`src/logic/gis_pkg.sv`:
```
// Constants, register map and decode types for the GPIO interrupt
// status block.
// Assumes an APB slave at byte addresses, 32-bit data, 8 pins.
//
// Behaviour
// - Unmasked pending pins alone reach the interrupt controller
// - Trigger condition sets raw bit regardless of mask
// - Level pins clear raw bit when level leaves
// - Edge pins hold raw bit until cleared
// - Masked status reads raw AND mask, read-only
// - Written one clears an edge pin's status
// - Written one leaves a level pin untouched
// - Written zeros in clear register do nothing
// - Raw status read-only, upper bits zero, reset zero
// - One combined interrupt output for the port
// - Sense bit selects edge (0) or level (1)
// - Polarity bit selects rising/high (1) or falling/low (0)
// - Both-edges bit overrides polarity in edge mode
`default_nettype none

package gis_pkg;

    // ****************************************************
    // Sizes
    // ****************************************************
    localparam int NPINS = 8; // Pins in the port
    localparam int AW = 12; // Decoded address bits
    localparam int DW = 32; // APB data width

    // ****************************************************
    // Register byte offsets
    // ****************************************************
    localparam logic [11:0] OFF_DETECT_TYPE = 12'h404; // Sense select
    localparam logic [11:0] OFF_DUAL_EDGE = 12'h408; // Both edges
    localparam logic [11:0] OFF_POLARITY = 12'h40C; // Event polarity
    localparam logic [11:0] OFF_INT_MASK = 12'h410; // Mask enables
    localparam logic [11:0] OFF_RAW_STAT = 12'h414; // Raw status
    localparam logic [11:0] OFF_MASK_STAT = 12'h418; // Masked status
    localparam logic [11:0] OFF_CLEAR = 12'h41C; // Write-one clear

    // ****************************************************
    // Reset values
    // ****************************************************
    localparam logic [7:0] RST_CFG = 8'h00; // All config bits
    localparam logic [7:0] RST_STAT = 8'h00; // Status bits
    localparam logic [31:0] RST_RDATA = 32'h0000_0000; // Read data

    // ****************************************************
    // Field values
    // ****************************************************
    localparam logic SENSE_EDGE = 1'b0; // Edge detection
    localparam logic SENSE_LEVEL = 1'b1; // Level detection

    // Register selected by an address
    typedef enum logic [2:0] {
        SEL_NONE = 3'b000,
        SEL_DETECT = 3'b001,
        SEL_DUAL = 3'b010,
        SEL_POL = 3'b011,
        SEL_MASK = 3'b100,
        SEL_RAW = 3'b101,
        SEL_MIS = 3'b110,
        SEL_CLR = 3'b111
    } gis_sel_e;

endpackage : gis_pkg

`default_nettype wire

```
`src/logic/gis_top.sv`:
```
// GPIO port interrupt status block: pin synchronisers, edge and
// level detection, raw and masked status, write-one clear, mask
// and one combined interrupt line, all behind an APB slave.
// Assumes pins may be asynchronous; one clock, pclk.
`default_nettype none

module gis_top
    import gis_pkg::*;
(
    input wire logic pclk,
    input wire logic presetn,
    input wire logic psel,
    input wire logic penable,
    input wire logic pwrite,
    input wire logic [11:0] paddr,
    input wire logic [31:0] pwdata,
    output logic [31:0] prdata,
    output logic pready,
    output logic pslverr,
    input wire logic [7:0] pin_in,
    output logic int_out
);

    // ****************************************************
    // Decode
    // ****************************************************

    // Address to register select, shared by read and write
    function automatic gis_sel_e decode(input logic [11:0] a);
        gis_sel_e s;
        s = SEL_NONE;
        unique case (a)
            OFF_DETECT_TYPE: s = SEL_DETECT;
            OFF_DUAL_EDGE: s = SEL_DUAL;
            OFF_POLARITY: s = SEL_POL;
            OFF_INT_MASK: s = SEL_MASK;
            OFF_RAW_STAT: s = SEL_RAW;
            OFF_MASK_STAT: s = SEL_MIS;
            OFF_CLEAR: s = SEL_CLR;
            default: s = SEL_NONE;
        endcase
        return s;
    endfunction

    // ****************************************************
    // Storage
    // ****************************************************
    logic [7:0] sync1_q; // First sync stage, read by sync2 only
    logic [7:0] sync2_q; // Stable pin sample
    logic [7:0] hist_q; // Previous stable sample
    logic [7:0] detect_type_select_q; // 1 = level sense
    logic [7:0] dual_edge_enable_q; // 1 = both edges
    logic [7:0] trigger_polarity_q; // 1 = rising or high
    logic [7:0] pin_int_enable_bits_q; // Mask enables
    logic [7:0] raw_pending_bits_q; // Raw status
    logic [7:0] raw_pending_bits_d; // Next raw status
    logic [7:0] masked_pending_bits; // Raw AND mask
    logic [7:0] pending_clear_bits; // Clear strobes this cycle
    logic [7:0] edge_hit; // Edge trigger seen this cycle
    logic [7:0] level_hit; // Level trigger active now
    logic [31:0] rdata_q; // Read data, captured in setup
    logic err_q; // Unmapped address seen in setup
    logic setup_ph; // APB setup cycle
    logic access_ph; // APB access cycle
    logic wr_acc; // Write completing this edge
    gis_sel_e sel; // Register addressed

    assign setup_ph = psel & ~penable;
    assign access_ph = psel & penable;
    assign wr_acc = access_ph & pwrite;
    assign sel = decode(paddr);

    // ****************************************************
    // Pin synchroniser
    // ****************************************************

    // Two flops against metastability, a third for edges
    // Reset to zero, so a pin held high at release looks like a rising edge
    always_ff @(posedge pclk or negedge presetn) begin
        if (!presetn) begin
            sync1_q <= RST_STAT;
            sync2_q <= RST_STAT;
            hist_q <= RST_STAT;
        end else begin
            sync1_q <= pin_in;
            sync2_q <= sync1_q;
            hist_q <= sync2_q;
        end
    end

    // ****************************************************
    // Configuration registers
    // ****************************************************

    // Software-owned settings; writes land at access edge
    always_ff @(posedge pclk or negedge presetn) begin
        if (!presetn) begin
            detect_type_select_q <= RST_CFG;
            dual_edge_enable_q <= RST_CFG;
            trigger_polarity_q <= RST_CFG;
            pin_int_enable_bits_q <= RST_CFG;
        end else if (wr_acc) begin
            // Read-only and unmapped targets store nothing
            if (sel == SEL_DETECT) begin
                detect_type_select_q <= pwdata[7:0];
            end
            if (sel == SEL_DUAL) begin
                dual_edge_enable_q <= pwdata[7:0];
            end
            if (sel == SEL_POL) begin
                trigger_polarity_q <= pwdata[7:0];
            end
            if (sel == SEL_MASK) begin
                pin_int_enable_bits_q <= pwdata[7:0];
            end
        end
    end

    // ****************************************************
    // Detection
    // ****************************************************

    // Only ones written to the clear register act
    assign pending_clear_bits = (wr_acc && sel == SEL_CLR) ?
        pwdata[7:0] : RST_STAT;

    // Per-pin trigger and next status
    for (genvar i = 0; i < NPINS; i++) begin : g_pin
        logic rise; // Low to high between samples
        logic fall; // High to low between samples
        assign rise = sync2_q[i] & ~hist_q[i];
        assign fall = ~sync2_q[i] & hist_q[i];

        // Both-edges wins over polarity
        assign edge_hit[i] = dual_edge_enable_q[i] ? (rise | fall) :
            (trigger_polarity_q[i] ? rise : fall);

        // Level match against polarity
        assign level_hit[i] = trigger_polarity_q[i] ? sync2_q[i] :
            ~sync2_q[i];

        // Level pins follow the pin, so the clear has no hold on them;
        // edge pins are sticky, and a new edge beats a clear
        always_comb begin
            if (detect_type_select_q[i] == SENSE_LEVEL) begin
                raw_pending_bits_d[i] = level_hit[i];
            end else begin
                raw_pending_bits_d[i] = edge_hit[i] |
                    (raw_pending_bits_q[i] &
                    ~pending_clear_bits[i]);
            end
        end
    end

    // ****************************************************
    // Status
    // ****************************************************

    // Raw status, independent of mask
    always_ff @(posedge pclk or negedge presetn) begin
        if (!presetn) begin
            raw_pending_bits_q <= RST_STAT;
        end else begin
            raw_pending_bits_q <= raw_pending_bits_d;
        end
    end

    // Masked view and the one port interrupt
    assign masked_pending_bits = raw_pending_bits_q &
        pin_int_enable_bits_q;
    assign int_out = |masked_pending_bits;

    // ****************************************************
    // APB read path
    // ****************************************************

    // Data captured in setup so prdata comes from a flop;
    // status can move one cycle before the access edge
    always_ff @(posedge pclk or negedge presetn) begin
        if (!presetn) begin
            rdata_q <= RST_RDATA;
            err_q <= 1'b0;
        end else if (setup_ph) begin
            err_q <= (sel == SEL_NONE);
            rdata_q <= RST_RDATA;
            unique case (sel)
                SEL_DETECT: rdata_q[7:0] <= detect_type_select_q;
                SEL_DUAL: rdata_q[7:0] <= dual_edge_enable_q;
                SEL_POL: rdata_q[7:0] <= trigger_polarity_q;
                SEL_MASK: rdata_q[7:0] <= pin_int_enable_bits_q;
                SEL_RAW: rdata_q[7:0] <= raw_pending_bits_q;
                SEL_MIS: rdata_q[7:0] <= masked_pending_bits;
                // Clear register and holes read zero
                SEL_CLR: rdata_q[7:0] <= RST_STAT;
                SEL_NONE: rdata_q[7:0] <= RST_STAT;
            endcase
        end
    end

    // No wait states
    assign pready = access_ph;
    assign pslverr = access_ph & err_q;
    assign prdata = rdata_q;

    for (genvar i = 0; i < NPINS; i++) begin : g_chk
        logic clr_i; // Clear strobe for this pin
        logic edge_mode; // Pin is edge sensed
        assign clr_i = wr_acc && sel == SEL_CLR && pwdata[i];
        assign edge_mode = ~detect_type_select_q[i];

    end
endmodule // gis_top

`default_nettype wire

```
`config.mk`:
```
export PLATFORM = sky130hd
export DESIGN_NAME = gis_top
export DESIGN_NICKNAME = d
export VERILOG_FILES = /design/src/logic/gis_pkg.sv /design/src/logic/gis_top.sv
export SDC_FILE = /design/constraint.sdc
export NUM_CORES = 1
export LEC_CHECK = 0
export BUFFER_PORTS_ARGS = -buffer_cell sky130_fd_sc_hd__buf_2
export CAP_MARGIN = 10
export CORE_UTILIZATION = 50
export CTS_CLUSTER_DIAMETER = 150
export DETAILED_ROUTE_END_ITERATION = 8
export PLACE_DENSITY = 0.83
export SYNTH_ARGS = -nofsm -noshare
export SYNTH_HDL_FRONTEND = slang
export SYNTH_SLANG_ARGS = --single-unit
```
`constraint.sdc`:
```
create_clock -name pclk -period 2.7 [get_ports pclk]
set_input_delay 0.135 -clock pclk [delete_from_list [all_inputs] [get_ports pclk]]
set_output_delay 0.135 -clock pclk [all_outputs]
set_load 0.02 [all_outputs]
```
==> metrics.cfg <==
[yosys]
yosysWarningCount = 0
synth_cell_type_count = 34
synth.area.top_cells = dfrtp_1 (49%), mux2_2 (8.4%), ha_1 (5.4%), buf_4 (5.0%), mux2_4 (3.2%)
syn_area_mm2 = 0.00374
synth_top_area_share = 0.489
yosysSeqAreaShare = 0.489
ys_ff_latch = 73
syn_area_per_cell_um2 = 11.3
yosysTopAreaCell = dfrtp_1
netlist_instances = 330

[floorplan]
die_h_um = 88.5
dieArea_mm2 = 0.00783
start_util = 0.515
coreArea_mm2 = 0.00725
rows = 31
die_w_um = 88.5
io_pins = 92

[clock_tree]
numCtsBuffers = 9
clk_latency_ns = 0.34
cts.repair.resized = 0
cts_root_buf = clkbuf_8
h-tree-depth = 3
cts.path.max_buffers = 2
cts.sinks = 73
path_clk_slew_ns = 0.06
cts_tree = done

[sta]
finalHoldViolations = 0
fin_hold_ws_ns = 0.0908
min_period_ns = 2.11
max_freq_mhz = 474
slew_viol_final = 0
finalSetupViolCount = 0
fin_crit_sh = 0.781
rsz0062_at_grt = no
tightest_slew_ns = 0.904
relSlewSlack = 0.397
skew_ns = 0.00469
fin_tns_setup_ns = 0

[route]
drtIter0Drc = 203
vias = 2690
wirelength_mm = 7.44
ant_nets = 0
firstDrtPassIters = 4
drcViolationCount = 0
wl_per_cell_um = 15.2
vias_per_cell = 5.51

[grt]
grt_start_max_net_pins = 74
overflow = 0
grt_use_total = 0.208
grt_pass1_wl_mm = 12.1
grt_antenna_before_repair = 0
grt_pass1_vias = 2554

[final_layout]
nets = 460
final_cell_mix = dfrtp_1 (73), buf_2 (42), mux2_2 (28)
drive_gt1_frac = 0.257
antenna_cells = 0
layout_commonest_cell = dfrtp_1
area_delta_synth_final_pct = 13.2

[critical_path]
start_kind = input pin
path_cells = buf_2 -> or4_4 -> nor4_2 -> or4b_1 -> mux2_4
cp_slowest_stage_delay_ns = 0.75
end_kind = flop
critPathKind = input pin to flop
crit_fanout = 8
arrival_ns = 2.33
crit_path_top_delay_cell = or4b_1
ff2ff_setup_slack_ns = 1.28
required_ns = 2.93

[power_and_ir_drop]
clockPowerShare = 0.347
p_seq_frac = 0.561
internal_power_mw = 1.52
irDropWorstVdd_uv = 252
swShare = 0.246
p_switching_mw = 0.494
finalPower_mw = 2.01
power.leakage_nw = 2.14
power_density_mw_per_mm2 = 476
comb_power_share = 0.092

[placed_design]
hpwl_mm = 5.08
gp_congestion = 0.781
port_buffers = 43

[worst_hold_path]
hold_path.class = input pin to flop

[run]
cap_violations = 0

[outcome]
status = completed

-- sequential cells by signal, indices dropped and copies added, names as in the netlist --
signal and cells:
dual_edge_enable_q 8, raw_pending_bits_q 8, hist_q 8, detect_type_select_q 8
err_q 1, prdata 8, trigger_polarity_q 8, sync1_q 8
pin_int_enable_bits_q 8, sync2_q 8
-- layout make-up --
type / instances / area [µm²]
Fill cell: 621 / 3020
Sequential cell: 73 / 1830
Multi-Input combinational cell: 217 / 1670
Timing Repair Buffer: 59 / 360
Clock buffer: 12 / 145
Tap cell: 99 / 124
Inverter: 27 / 101
Clock inverter: 1 / 5.00
-- through the flow --
step / cells / area [µm²] / util / setup slack [ns]
after CTS: 488 / 4230 / 0.583 / 0.602
after global placement: 466 / 3990 / 0.550 / 0.265
after global routing: 488 / 4230 / 0.583 / 0.520
after floorplan: 353 / 3820 / - / 0.625
after detailed placement: 466 / 3990 / 0.550 / 0.252
final: 488 / 4230 / 0.583 / 0.591
-- path summary, 6_finish.rpt --
path | start | to | cells after the start
setup / recovery | paddr[7] | pin_int_enable_bits_q[1] | 5
hold / removal | pwdata[5] | pin_int_enable_bits_q[5] | 2
setup reg to reg | sync2_q[1] | raw_pending_bits_q[1] | 6
hold reg to reg | sync1_q[7] | sync2_q[7] | 0
max in group asynchronous | presetn | hist_q[7] | 2
min in group asynchronous | presetn | hist_q[3] | 2
-- synth_stat cells, drive strengths merged --
library cell   n
nor2b         15
or4            1
o221ai         4
or4b           1
a41oi          8
nand3b         2
dfrtp         73
a22oi          4
ha            16
nor2           7
nand3          3
nor3           1
inv           27
mux2          36
a211oi        10
and3           1
clkbuf        11
or3            1
nor4           2
a221oi         4
a21oi         10
o31ai          8
buf           25
nand4          3
nand2         20
o21ai          6
o311a          1
nand2b         7
and2           1
conb           1
a32o           4
xor2           8
o31a           9
-- layer usage --
metal  wire (µm)  part of all wire  global-route usage  up-vias
met3         479             0.064              0.0476       15
met2        3650              0.49               0.336      111
met4         151             0.020               0.101        0
met5           0                 0                   0        -
met1        3150              0.42               0.265     1326
li1            -                 -                   -     1238
-- power groups by stage --
stage	combinational [mW]	sequential, mW	clock [mW]
2_1_floorplan	0.128	1.15	0
3_3_place_gp	0.168	1.15	0
3_5_place_dp	0.175	1.15	0
4_1_cts	0.186	1.13	0.722
5_1_grt	0.210	1.13	0.763
6_report	0.185	1.13	0.699
-- logic make-up after synthesis --
| kind of cell | count (synthesis) | synth area share |
|---|---|---|
| buffers and inverters | 63 | 0.0884 |
| adders and majority gates | 16 | 0.0535 |
| other | 1 | 0.00100 |
| and+or+nand+nor | 65 | 0.0957 |
| AOI/OAI and AO/OA | 68 | 0.138 |
| muxes | 36 | 0.116 |
| DFF | 73 | 0.489 |
| xor gates and xnor gates | 8 | 0.0187 |
-- critical path: cells and delay by family --
family / cells / cell delay [ns]
muxes: 1 / 0.39
and+or+nand+nor: 3 / 1.72
buffers and inverters: 1 / 0.10
-- what timing repair did --
item | CTS | global route
hold buffers | 9 | 0
buffers inserted | 0 | 0
hold endpoints to repair | 81 | 0
(Power assumes the default switching activity.)
